<file path="config.mk">
export PLATFORM = sky130hd
export DESIGN_NAME = tt_timer
export DESIGN_NICKNAME = d
export VERILOG_FILES = /design/src/pkg/tt_pkg.sv /design/src/tt_edge_smp.sv /design/src/tt_timer.sv
export SDC_FILE = /design/constraint.sdc
export NUM_CORES = 1
export LEC_CHECK = 0
export ABC_AREA = 1
export BUFFER_PORTS_ARGS = -buffer_cell sky130_fd_sc_hd__buf_2
export CELL_PAD_IN_SITES_DETAIL_PLACEMENT = 1
export CELL_PAD_IN_SITES_GLOBAL_PLACEMENT = 1
export CORE_ASPECT_RATIO = 1.2
export CORE_MARGIN = 4
export CORE_UTILIZATION = 40
export DETAILED_ROUTE_END_ITERATION = 6
export PLACE_DENSITY_LB_ADDON = 0.1
export SETUP_SLACK_MARGIN = 0.02
export SLEW_MARGIN = 10
export SYNTH_ARGS = -nofsm -noshare
export SYNTH_HDL_FRONTEND = slang
export SYNTH_SLANG_ARGS = --single-unit
export TNS_END_PERCENT = 1
</file>
<file path="constraint.sdc">
create_clock -name clk_sys -period 2.2 [get_ports clk_sys]
set_input_delay 0.22 -clock clk_sys [delete_from_list [all_inputs] [get_ports clk_sys]]
set_output_delay 0.22 -clock clk_sys [all_outputs]
set_load 0.005 [all_outputs]
</file>
<file path="src/pkg/tt_pkg.sv">
// Constants for the third timer/counter: register map, bit fields,
// reset values and the phase timing of the machine cycle.
// Assumes the oscillator clock is the block clock clk_sys.
package tt_pkg;

  // ----------------------------------------------------------------
  // Timing
  // ----------------------------------------------------------------
  localparam int unsigned OSC_PER_MACH  = 12;  // Oscillator periods per machine cycle
  localparam int unsigned OSC_PER_STATE = 2;   // Oscillator periods per state time
  localparam logic [3:0]  PH_LAST    = 4'(OSC_PER_MACH - 1);
  localparam logic [3:0]  PH_SAMPLE  = 4'h9;   // state5_phase2
  localparam logic [3:0]  PH_VISIBLE = 4'h4;   // state3_phase1
  localparam logic [3:0]  BAUD_DIV_LAST = 4'hf; // Divide rollovers by 16

  // ----------------------------------------------------------------
  // Register indices; byte address is four times the index
  // ----------------------------------------------------------------
  localparam int unsigned ADDR_W = 10;
  localparam logic [7:0] IDX_CTRL   = 8'hc8;
  localparam logic [7:0] IDX_MODE   = 8'hc9;
  localparam logic [7:0] IDX_RCAP_L = 8'hca;
  localparam logic [7:0] IDX_RCAP_H = 8'hcb;
  localparam logic [7:0] IDX_CNT_L  = 8'hcc;
  localparam logic [7:0] IDX_CNT_H  = 8'hcd;

  // ----------------------------------------------------------------
  // Field positions
  // ----------------------------------------------------------------
  localparam int unsigned CB_OVF   = 7;  // overflow_flag
  localparam int unsigned CB_EXT   = 6;  // external_edge_flag
  localparam int unsigned CB_RXB   = 5;  // receive baud select
  localparam int unsigned CB_TXB   = 4;  // transmit_baud_select
  localparam int unsigned CB_EXEN  = 3;  // external_trigger_enable
  localparam int unsigned CB_RUN   = 2;  // run_control
  localparam int unsigned CB_CT    = 1;  // counter_timer_select
  localparam int unsigned CB_CPRL  = 0;  // capture_reload_select
  localparam int unsigned MB_OE    = 1;  // clock_out_enable
  localparam int unsigned MB_DOWN  = 0;  // down_count_enable

  // ----------------------------------------------------------------
  // Reset values
  // ----------------------------------------------------------------
  localparam logic [7:0]  CTRL_RST = 8'h00;
  localparam logic [1:0]  MODE_RST = 2'h0;
  localparam logic [15:0] CNT_RST  = 16'h0000;
  localparam logic [15:0] CNT_TOP  = 16'hffff;

endpackage

</file>
<file path="src/tt_edge_smp.sv">
// Pin sampler: two-flop synchroniser, then one sample per machine
// cycle; flags a high sample followed by a low sample.
// Assumes smp_en is a one-cycle pulse once per machine cycle.
`timescale 1ns/1ps
`default_nettype none
module tt_edge_smp (
  // Clock and reset
  input  wire logic clk_sys,
  input  wire logic rst,
  // Sampling
  input  wire logic smp_en,
  input  wire logic pin_i,
  output logic      level_r,
  output logic      fall_r
);
  logic sy1_r;
  logic sy2_r;
  logic level_nxt;
  logic fall_nxt;

  // ----------------------------------------------------------------
  // Next sample and edge
  // ----------------------------------------------------------------
  always_comb begin
    level_nxt = smp_en ? sy2_r : level_r;
    fall_nxt  = smp_en & level_r & ~sy2_r;
  end

  // Synchroniser and sample registers
  always_ff @(posedge clk_sys) begin
    if (rst) begin
      sy1_r   <= 1'b1;
      sy2_r   <= 1'b1;
      level_r <= 1'b1;
      fall_r  <= 1'b0;
    end else begin
      sy1_r   <= pin_i;
      sy2_r   <= sy1_r;
      level_r <= level_nxt;
      fall_r  <= fall_nxt;
    end
  end

endmodule
`default_nettype wire

</file>
<file path="src/tt_timer.sv">
// Third 16-bit timer/counter with capture, auto-reload, baud-rate and
// clock-out modes, reached by software over APB.
// Assumes clk_sys is the oscillator clock; pins are asynchronous.
//
// The APB interface to the registers was chosen for this implementation.
`timescale 1ns/1ps
`default_nettype none
module tt_timer
  import tt_pkg::*;
(
  // Clock and reset
  input  wire logic              clk_sys,
  input  wire logic              rst,
  // APB slave
  input  wire logic              psel,
  input  wire logic              penable,
  input  wire logic              pwrite,
  input  wire logic [ADDR_W-1:0] paddr,
  input  wire logic [31:0]       pwdata,
  output logic      [31:0]       prdata,
  output logic                   pready,
  output logic                   pslverr,
  // External pins
  input  wire logic              count_input_pin,
  input  wire logic              trigger_direction_pin,
  output logic                   port1_bit0_pin_o,
  output logic                   port1_bit0_pin_oe_n,
  // Serial port and interrupt
  output logic                   rx_baud_tick,
  output logic                   tx_baud_tick,
  output logic                   timer_irq
);

  // ----------------------------------------------------------------
  // Declarations
  // ----------------------------------------------------------------
  logic [3:0]  phase_r,   phase_nxt;
  logic [7:0]  ctrl_r,    ctrl_nxt;
  logic [1:0]  mode_r,    mode_nxt;
  logic [15:0] cnt_r,     cnt_nxt;
  logic [15:0] rcap_r,    rcap_nxt;
  logic [3:0]  div_r,     div_nxt;
  logic        pend_r,    pend_nxt;
  logic        clko_r,    clko_nxt;
  logic        oe_n_r,    oe_n_nxt;
  logic        rxt_r,     rxt_nxt;
  logic        txt_r,     txt_nxt;
  logic        irq_r,     irq_nxt;
  logic [31:0] prdata_r,  prdata_nxt;
  logic        pready_r,  pready_nxt;
  logic        pslverr_r, pslverr_nxt;
  logic        smp_en, vis_en, state_en;
  logic        cnt_fall, trig_fall, trig_level;
  logic        baud_m, clko_m, fast_m, updn_m, down_m, reload_m;
  logic        run, exen, cts, cprl;
  logic        cnt_en, wrap_up, wrap_dn, trig_act;
  logic [7:0]  idx;
  logic        hit, wr_en;

  // ----------------------------------------------------------------
  // Machine-cycle phase divider
  // ----------------------------------------------------------------
  always_comb begin
    phase_nxt = (phase_r == PH_LAST) ? 4'h0 : phase_r + 4'h1;
  end

  // one visible step per machine cycle
  assign smp_en   = (phase_r == PH_SAMPLE);
  assign vis_en   = (phase_r == PH_VISIBLE);
  assign state_en = phase_r[0];

  tt_edge_smp u_cnt_smp (
    .clk_sys (clk_sys),
    .rst     (rst),
    .smp_en  (smp_en),
    .pin_i   (count_input_pin),
    .level_r (),
    .fall_r  (cnt_fall)
  );

  tt_edge_smp u_trig_smp (
    .clk_sys (clk_sys),
    .rst     (rst),
    .smp_en  (smp_en),
    .pin_i   (trigger_direction_pin),
    .level_r (trig_level),
    .fall_r  (trig_fall)
  );

  // ----------------------------------------------------------------
  // Mode decode
  // ----------------------------------------------------------------
  assign run    = ctrl_r[CB_RUN];
  assign exen   = ctrl_r[CB_EXEN];
  assign cts    = ctrl_r[CB_CT];
  assign cprl   = ctrl_r[CB_CPRL];
  // baud select wins over capture/reload select
  assign baud_m = ctrl_r[CB_RXB] | ctrl_r[CB_TXB];
  // clock-out needs timer function and output enable
  assign clko_m = mode_r[MB_OE] & ~cts;
  assign fast_m = (baud_m | clko_m) & ~cts;
  assign reload_m = baud_m | clko_m | ~cprl;
  assign updn_m   = mode_r[MB_DOWN] & ~baud_m & ~cprl;
  assign down_m   = updn_m & ~trig_level;

  // count only while running; state-time rate; visible step
  assign cnt_en  = run & (fast_m ? state_en : (cts ? (vis_en & pend_r) : vis_en));
  assign wrap_up = cnt_en & ~down_m & (cnt_r == CNT_TOP);
  assign wrap_dn = cnt_en & down_m & (cnt_r == rcap_r);
  assign trig_act = trig_fall & exen & ~updn_m;

  // ----------------------------------------------------------------
  // APB decode
  // ----------------------------------------------------------------
  assign idx   = paddr[9:2];
  assign hit   = (paddr[1:0] == 2'h0) &&
                 (idx >= IDX_CTRL) && (idx <= IDX_CNT_H);
  assign wr_en = psel & penable & pwrite & pready_r & hit;

  // ----------------------------------------------------------------
  // Counter, flags and software writes
  // ----------------------------------------------------------------
  always_comb begin
    ctrl_nxt = ctrl_r;
    mode_nxt = mode_r;
    cnt_nxt  = cnt_r;
    rcap_nxt = rcap_r;
    div_nxt  = div_r;
    clko_nxt = clko_r;
    rxt_nxt  = 1'b0;
    txt_nxt  = 1'b0;
    // edge waits for the next visible phase
    pend_nxt = cnt_fall ? 1'b1 : (vis_en ? 1'b0 : pend_r);
    // Software writes; hardware events below win on flags
    if (wr_en) begin
      case (idx)
        IDX_CTRL:   ctrl_nxt = pwdata[7:0];
        IDX_MODE:   mode_nxt = pwdata[1:0];
        IDX_RCAP_L: rcap_nxt[7:0]  = pwdata[7:0];
        IDX_RCAP_H: rcap_nxt[15:8] = pwdata[7:0];
        IDX_CNT_L:  cnt_nxt[7:0]   = pwdata[7:0];
        IDX_CNT_H:  cnt_nxt[15:8]  = pwdata[7:0];
        default:    ctrl_nxt = ctrl_r;
      endcase
    end
    if (cnt_en) begin
      if (wrap_dn) begin
        cnt_nxt = CNT_TOP;
        ctrl_nxt[CB_OVF] = 1'b1;
        ctrl_nxt[CB_EXT] = ~ctrl_r[CB_EXT];
      end else if (down_m) begin
        cnt_nxt = cnt_r - 16'h0001;
      end else if (wrap_up) begin
        // reload on rollover; capture mode wraps to zero
        cnt_nxt = reload_m ? rcap_r : CNT_RST;
        // baud and clock-out rollovers set no overflow flag
        if (!(baud_m || clko_m)) begin
          ctrl_nxt[CB_OVF] = 1'b1;
        end
        if (updn_m) begin
          ctrl_nxt[CB_EXT] = ~ctrl_r[CB_EXT];
        end
        if (baud_m) begin
          div_nxt = div_r + 4'h1;
          rxt_nxt = (div_r == BAUD_DIV_LAST) & ctrl_r[CB_RXB];
          txt_nxt = (div_r == BAUD_DIV_LAST) & ctrl_r[CB_TXB];
        end
        if (clko_m) begin
          clko_nxt = ~clko_r;
        end
      end else begin
        cnt_nxt = cnt_r + 16'h0001;
      end
    end
    if (trig_act) begin
      ctrl_nxt[CB_EXT] = 1'b1;
      if (!baud_m) begin
        if (cprl) begin
          rcap_nxt = cnt_r;
        end else begin
          cnt_nxt = rcap_r;
        end
      end
    end
    // pin released unless clock-out is selected
    oe_n_nxt = ~clko_m;
    // OR of flags; edge flag silent in up/down mode
    irq_nxt  = ctrl_nxt[CB_OVF] | (ctrl_nxt[CB_EXT] & ~(mode_nxt[MB_DOWN] &
               ~ctrl_nxt[CB_RXB] & ~ctrl_nxt[CB_TXB] & ~ctrl_nxt[CB_CPRL]));
  end

  // ----------------------------------------------------------------
  // APB answer: ready in first access cycle
  // ----------------------------------------------------------------
  always_comb begin
    pready_nxt  = psel & ~penable;
    pslverr_nxt = psel & ~penable & ~hit;
    prdata_nxt  = 32'h0000_0000;
    if (psel && !penable && hit) begin
      case (idx)
        IDX_CTRL:   prdata_nxt[7:0] = ctrl_r;
        IDX_MODE:   prdata_nxt[1:0] = mode_r;
        IDX_RCAP_L: prdata_nxt[7:0] = rcap_r[7:0];
        IDX_RCAP_H: prdata_nxt[7:0] = rcap_r[15:8];
        IDX_CNT_L:  prdata_nxt[7:0] = cnt_r[7:0];
        IDX_CNT_H:  prdata_nxt[7:0] = cnt_r[15:8];
        default:    prdata_nxt = 32'h0000_0000;
      endcase
    end
  end

  // ----------------------------------------------------------------
  // State registers
  // ----------------------------------------------------------------
  always_ff @(posedge clk_sys) begin
    if (rst) begin
      phase_r   <= 4'h0;
      ctrl_r    <= CTRL_RST;
      mode_r    <= MODE_RST;
      cnt_r     <= CNT_RST;
      rcap_r    <= CNT_RST;
      div_r     <= 4'h0;
      pend_r    <= 1'b0;
      clko_r    <= 1'b0;
      oe_n_r    <= 1'b1;
      rxt_r     <= 1'b0;
      txt_r     <= 1'b0;
      irq_r     <= 1'b0;
      prdata_r  <= 32'h0000_0000;
      pready_r  <= 1'b0;
      pslverr_r <= 1'b0;
    end else begin
      phase_r   <= phase_nxt;
      ctrl_r    <= ctrl_nxt;
      mode_r    <= mode_nxt;
      cnt_r     <= cnt_nxt;
      rcap_r    <= rcap_nxt;
      div_r     <= div_nxt;
      pend_r    <= pend_nxt;
      clko_r    <= clko_nxt;
      oe_n_r    <= oe_n_nxt;
      rxt_r     <= rxt_nxt;
      txt_r     <= txt_nxt;
      irq_r     <= irq_nxt;
      prdata_r  <= prdata_nxt;
      pready_r  <= pready_nxt;
      pslverr_r <= pslverr_nxt;
    end
  end

  // Outputs straight from flops
  assign prdata              = prdata_r;
  assign pready              = pready_r;
  assign pslverr             = pslverr_r;
  assign port1_bit0_pin_o    = clko_r;
  assign port1_bit0_pin_oe_n = oe_n_r;
  assign rx_baud_tick        = rxt_r;
  assign tx_baud_tick        = txt_r;
  assign timer_irq           = irq_r;

  // ----------------------------------------------------------------
  // Assertions
  // ----------------------------------------------------------------
  // slow timer steps once per machine cycle
  mach_rate_a: assert property (
    @(posedge clk_sys) disable iff (rst)
    (run && !fast_m && !cts && !down_m && !wrap_up && !wr_en && !trig_act) |=>
      (cnt_r == $past(cnt_r) + (($past(phase_r) == PH_VISIBLE) ? 16'h0001 : 16'h0000)))
    else $error("timer step at wrong rate");

  state_rate_a: assert property (
    @(posedge clk_sys) disable iff (rst)
    (run && fast_m && !wr_en && !trig_act && !wrap_up && !down_m) |->
      ##1 (cnt_r == $past(cnt_r) + 16'h0001) ##1 $stable(cnt_r) or
      ##1 $stable(cnt_r) ##1 1'b1)
    else $error("baud rate step wrong");

  ovf_reload_a: assert property (
    @(posedge clk_sys) disable iff (rst)
    (wrap_up && !cprl && !baud_m && !clko_m && !trig_act && !wr_en) |=>
      (cnt_r == $past(rcap_r)) && ctrl_r[CB_OVF])
    else $error("overflow did not reload");

  under_top_a: assert property (
    @(posedge clk_sys) disable iff (rst)
    (wrap_dn && !wr_en) |=> (cnt_r == CNT_TOP) && ctrl_r[CB_OVF] &&
      (ctrl_r[CB_EXT] != $past(ctrl_r[CB_EXT])))
    else $error("underflow handling wrong");

  capture_copy_a: assert property (
    @(posedge clk_sys) disable iff (rst)
    (trig_act && cprl && !baud_m && !wr_en) |=>
      (rcap_r == $past(cnt_r)) && ctrl_r[CB_EXT])
    else $error("capture missed");

  // baud rollover sets no overflow flag
  baud_noflag_a: assert property (
    @(posedge clk_sys) disable iff (rst)
    (wrap_up && baud_m && !ctrl_r[CB_OVF] && !wr_en) |=> !ctrl_r[CB_OVF])
    else $error("baud rollover set flag");

  hold_stop_a: assert property (
    @(posedge clk_sys) disable iff (rst)
    (!run && !wr_en && !trig_act) |=> $stable(cnt_r))
    else $error("counter moved while stopped");

  reset_up_a: assert property (
    @(posedge clk_sys) disable iff (rst)
    $fell(rst) |-> !mode_r[MB_DOWN])
    else $error("down count set after reset");

  irq_or_a: assert property (
    @(posedge clk_sys) disable iff (rst)
    ##1 (timer_irq == (ctrl_r[CB_OVF] | (ctrl_r[CB_EXT] & ~updn_m))))
    else $error("interrupt not OR of flags");

endmodule
`default_nettype wire

</file>
==> results of run 1 <==
## metrics by stage
step | cell area (um2) | util (%)
finish | 6290 | 47.5
global route | 6290 | 47.5
CTS | 6190 | 46.8
detailed placement | 5840 | 44.1
global placement | 5840 | 44.1
floorplan | 5500 | -
## sequential cells by signal (all words and copies together), names as in the netlist, 2 cells and up
register / flops
phase_r: 4
prdata: 8
cnt_r: 16
rcap_r: 16
mode_r: 2
div_r: 4
ctrl_r: 8
## worst paths after layout
path	endpoint	cells past startpoint	slack, ns	from
setup / recovery	cnt_r[12]	8	0.15	cnt_r[6]
setup reg to reg	cnt_r[12]	8	0.15	cnt_r[6]
hold reg to reg	u_trig_smp.sy2_r	1	0.42	u_trig_smp.sy1_r
hold / removal	u_trig_smp.sy1_r	2	0.06	trigger_direction_pin
## cell families (layout without fill, tap and decap cells)
kind of cell / after synthesis / in the layout / synth area share (%)
buf+inv: 172 / 214 / 14.7
other cells: 1 / 24 / 0.0692
flops: 74 / 74 / 27.4
simple gates: 386 / 386 / 34.3
xor+xnor: 16 / 16 / 2.59
fa+ha+maj: 6 / 6 / 1.39
compound gates: 199 / 199 / 19.6
## per-layer routing
metal	GRT usage [%]	part of all wire, %	wire (um)	vias to the layer above
li1	-	-	-	2851
met1	33.3	41	8630	2795
met2	48.6	50	10700	164
met3	2.59	3.9	840	57
met4	14.6	5.2	1120	0
met5	0	0	0	-
## final cells by class
class	count	area share (%)
Tap cell	168	3.34
Inverter	116	7.03
Sequential cell	74	23.6
Multi-Input combinational cell	631	51.7
Timing Repair Buffer	82	8.72
Clock inverter	7	1.97
Clock buffer	9	3.58
## power breakdown
group,switching (mW),internal (mW)
Clock,0.636,1.12
Combinational,0.100,0.0452
Sequential,0.00633,1.35
Total,0.742,2.52
## cells in the mapped netlist (4+ instances only)
| library cell | count |
|---|---|
| nor2_1 | 67 |
| nor2_4 | 6 |
| ha_1 | 6 |
| xnor2_1 | 6 |
| nand4_1 | 15 |
| o21ai_0 | 60 |
| xor2_1 | 10 |
| dfxtp_1 | 74 |
| a21oi_1 | 81 |
| buf_4 | 33 |
| nand3_1 | 49 |
| clkbuf_1 | 10 |
| buf_2 | 12 |
| nor2_8 | 5 |
| o21ai_1 | 24 |
| or2_2 | 4 |
| nor4_1 | 7 |
| o22ai_1 | 17 |
| nand2_4 | 6 |
| nor2_2 | 4 |
| inv_2 | 17 |
| nor3_1 | 5 |
| inv_1 | 97 |
| a211oi_1 | 6 |
| nand2_1 | 201 |
| nand2_2 | 8 |
## worst max-delay path: stages, from the launching register on
cell and delay, ns:
dfxtp_1 0.47, buf_4 0.21, xnor2_1 0.14, nand3_1 0.19, nor3_2 0.27, nand4_1 0.31, nand3_1 0.20, nand2_1 0.07
a21oi_1 0.12
## repair_timing
action | in CTS | in global routing
endpoints found under the setup margin | 0 | 21
gates resized for setup | 0 | 11
setup buffers | 0 | 5
==> results_dict.tcl, run 1 <==
set metrics [dict create \
    layout.cells.non_filler 1087 \
    finalClockSkew_ns 0.00510 \
    cts.clk_slew.worst_paths_ns 0.06 \
    peakVddDrop_v 0.000405 \
    nets 969 \
    syn_area_um2 5420 \
    regArea_um2 1490 \
    syn2layout_area_growth_pct 16.1 \
    place_inst 1065 \
    port_buffers 39 \
    grt-ovfl-total 0 \
    p_per_area_nw_per_um2 518 \
    hold_viol_final 0 \
    final_common_cell "nand2_1" \
    yosysSeqAreaShare_pct 27.4 \
    drv_cap 0 \
    async_reset_ff_share_pct 0 \
    layout_common_cells "nand2_1 (201), inv_1 (97), a21oi_1 (81), dfxtp_1 (70), nor2_1 (67)" \
    worst_hold_slack_ns 0.0580 \
    hpwl_mm 16.8 \
    wire_per_inst_um 19.6 \
    fin_crit_ns 2.05 \
    period_share_pct 93.0 \
    end_kind "flip-flop" \
    drtAntennaViolNets 0 \
    synth_top_cell_by_area "dfxtp_1" \
    ys_ff_latch 74 \
    start_util_pct 40.9 \
    drt-initial-drc-count 352 \
    finalMaxSlewViolations 0 \
    worst_ep_arrival_time_ns 2.32 \
    layout_setup_ws_ns 0.153 \
    power_mw 3.26 \
    grt.total_usage_pct 27.7 \
    grt_first_pass_wirelength_mm 33.3 \
    nFillCells 1791 \
    routed_via_density 5.40 \
    rsz0062_at_grt "false" \
    required_ns 2.47 \
    clockBufferDepth 2 \
    root_buffer "clkbuf_16" \
    crit_fanout 5 \
    startpoint_type "flip-flop" \
    die_area_um2 15500 \
    synth.distinct_cells 40 \
    synth_ff_type "dfxtp_1" \
    holdBufCountCts 0 \
    synth.avg_cell_area_um2 6.34 \
    gp_congestion 0.943 \
    critPathKind "flip-flop to flip-flop" \
    cts_tree "done" \
    status "complete, no violations" \
    chipHeight_um 135 \
    cts_made_buffers 9 \
    yosysTopAreaCellShare_pct 27.4 \
    drc_errors 0 \
    hp-class "input pin to flip-flop" \
    cts_sinks 74 \
    cts_max_level 3 \
    yosys-top-cells-area "dfxtp_1 (27%), nand2_1 (14%), a21oi_1 (7.5%), inv_1 (6.7%), o21ai_0 (5.5%)" \
    clk_latency_ns 0.34 \
    vias 5867 \
    setup_tns_ns 0 \
    power.leakage_nw 3.14 \
    ioPinCount 88 \
    fp.dieW_um 114 \
    grt_max_degree 34 \
    pre_cts_slack_ns 0.0501 \
    synth_warnings 0 \
    coreArea_um2 13200 \
    grt_pass1_vias 6099 \
    multi_input_area_um2 3250 \
    wl_mm 21.3 \
    netlist_instances 854 \
    diodes 0 \
    drive_gt1_share_pct 18.5 \
    fmax_ghz 0.489 \
    rows 46 \
    synth-edff-count 0 \
    finalSetupViolations 0 \
    first_pass_iters 5 \
    antenna_found_initial 0 \
]
Power figures use the tool's default switching activity.
==> run 2, diff against run 1 <==
--- a/config.mk
+++ b/config.mk
@@ -11,7 +11,7 @@
 export CELL_PAD_IN_SITES_GLOBAL_PLACEMENT = 1
 export CORE_ASPECT_RATIO = 1.2
 export CORE_MARGIN = 4
-export CORE_UTILIZATION = 40
+export CORE_UTILIZATION = 33
 export DETAILED_ROUTE_END_ITERATION = 6
 export PLACE_DENSITY_LB_ADDON = 0.1
 export SETUP_SLACK_MARGIN = 0.02
==> results_dict.tcl, run 2 (synthesis results as in run 1) <==
set metrics [dict create \
    status "complete, no violations" \
    drive_gt1_share_pct 17.5 \
    grt.total_usage_pct 22.9 \
    wl_met2_mm 11.0 \
    port_buffers 39 \
    p_per_area_nw_per_um2 509 \
    die_area_um2 18500 \
    fmax_ghz 0.487 \
    start_util_pct 33.5 \
    worst_hold_slack_ns 0.0594 \
    root_buffer "clkbuf_16" \
    whs_path_depth 2 \
    top_layer "met4" \
    grt_max_degree 35 \
    critPathKind "flip-flop to flip-flop" \
    required_ns 2.42 \
    rows 51 \
    cts_made_buffers 9 \
    fin_crit_ns 2.05 \
    hold_viol_final 0 \
    largestRegisters "cnt_r (16), rcap_r (16)" \
    clk_latency_ns 0.35 \
    layout_common_cells "nand2_1 (201), inv_1 (97), a21oi_1 (81), dfxtp_1 (70), nor2_1 (66)" \
    diodes 0 \
    end_kind "flip-flop" \
    crit_fanout 8 \
    drc_errors 0 \
    dpl-instance-area_um2 5900 \
    final_area_um2 6250 \
    fp.dieW_um 125 \
    final_common_cell "nand2_1" \
    clockBufferDepth 2 \
    drt-initial-drc-count 337 \
    wire_per_inst_um 18.9 \
    cts_sinks 74 \
    pre_cts_slack_ns 0.0949 \
    syn2layout_area_growth_pct 15.5 \
    utilization_pct 38.7 \
    grt_first_pass_wirelength_mm 33.4 \
    period_share_pct 93.3 \
    power.leakage_nw 3.10 \
    r2r_slack_ns 0.15 \
    dr_wl_met3_um 661 \
    hp-start "count_input_pin" \
    worst_ep_arrival_time_ns 2.28 \
    finalClockSkew_ns 0.00942 \
    nets 962 \
    coreArea_um2 16100 \
    relSlewSlack_pct 58.0 \
    wl_mm 21.2 \
    rsz0062_at_grt "true" \
    met1_length_mm 8.72 \
    hpwl_mm 17.1 \
    tightest_slew_ns 0.629 \
    place_inst 1108 \
    finalMaxSlewViolations 0 \
    power_mw 3.18 \
    routed_via_density 5.09 \
    layout.cells.non_filler 1124 \
    antenna_found_initial 0 \
    finalSetupViolations 0 \
    setup_tns_ns 0 \
    gp_congestion 0.902 \
    r2r_start "cnt_r[0]" \
    chipHeight_um 148 \
    cts_max_level 3 \
    hp-class "input pin to flip-flop" \
    peakVddDrop_v 0.000375 \
    r2r-end "cnt_r[15]" \
    cts.clk_slew.worst_paths_ns 0.07 \
    layout_setup_ws_ns 0.148 \
    reg2reg_depth 12 \
    vias 5724 \
    drtAntennaViolNets 0 \
    grt-ovfl-total 0 \
    cts_tree "done" \
    holdBufCountCts 0 \
    startpoint_type "flip-flop" \
    drv_cap 0 \
    hold_end "u_cnt_smp.sy1_r" \
    first_pass_iters 4 \
    ioPinCount 88 \
    grt_pass1_vias 6005 \
]
## run 2: layout make-up
type	count	area (um2)
fill	2186	9890
clock buffer	10	239
clock inverter	6	97.6
tap	212	265
inverter	116	439
sequential	74	1490
timing repair buffer	75	490
multi-input combinational	631	3240
## run 2: per-layer routing
layer / global-route usage (%) / up-vias
met5: 0 / -
met2: 42.6 / 107
met1: 26.5 / 2752
met4: 10.0 / 0
met3: 2.69 / 36
li1: - / 2829
## run 2: worst max path at each step
stage / end / slack, ns / start / cells past startpoint
5_1_grt: cnt_r[12] / 0.02 / phase_r[0] / 11
2_1_floorplan: div_r[3] / 0.46 / cnt_r[0] / 12
4_1_cts: cnt_r[15] / 0.06 / cnt_r[0] / 12
3_3_place_gp: cnt_r[15] / 0.16 / cnt_r[0] / 12
3_5_place_dp: div_r[3] / 0.09 / cnt_r[0] / 12
6_report: cnt_r[15] / 0.15 / cnt_r[0] / 12
## run 2: what timing repair did
action,CTS,global route
resized for setup,0,7
endpoints found under the setup margin,0,11
buffers inserted,0,0
## run 2: power by group
part | total, mW | switching [mW] | leakage [nW] | internal (mW)
logic | 0.142 | 0.0978 | 2.34 | 0.0438
registers | 1.36 | 0.00606 | 0.600 | 1.35
clock network | 1.69 | 0.645 | 0.165 | 1.04
total | 3.18 | 0.748 | 3.10 | 2.43
## run 2: worst max-delay path: stages (launching register included)
cell     delay (ns)
dfxtp_2        0.39
ha_1           0.23
nand2_4        0.10
nor2_8         0.20
nand3_4        0.13
nor2_8         0.24
nand2_4        0.14
inv_2          0.13
nand2_1        0.08
nand3_1        0.07
nand3_1        0.07
nand2_1        0.07
a21oi_1        0.06
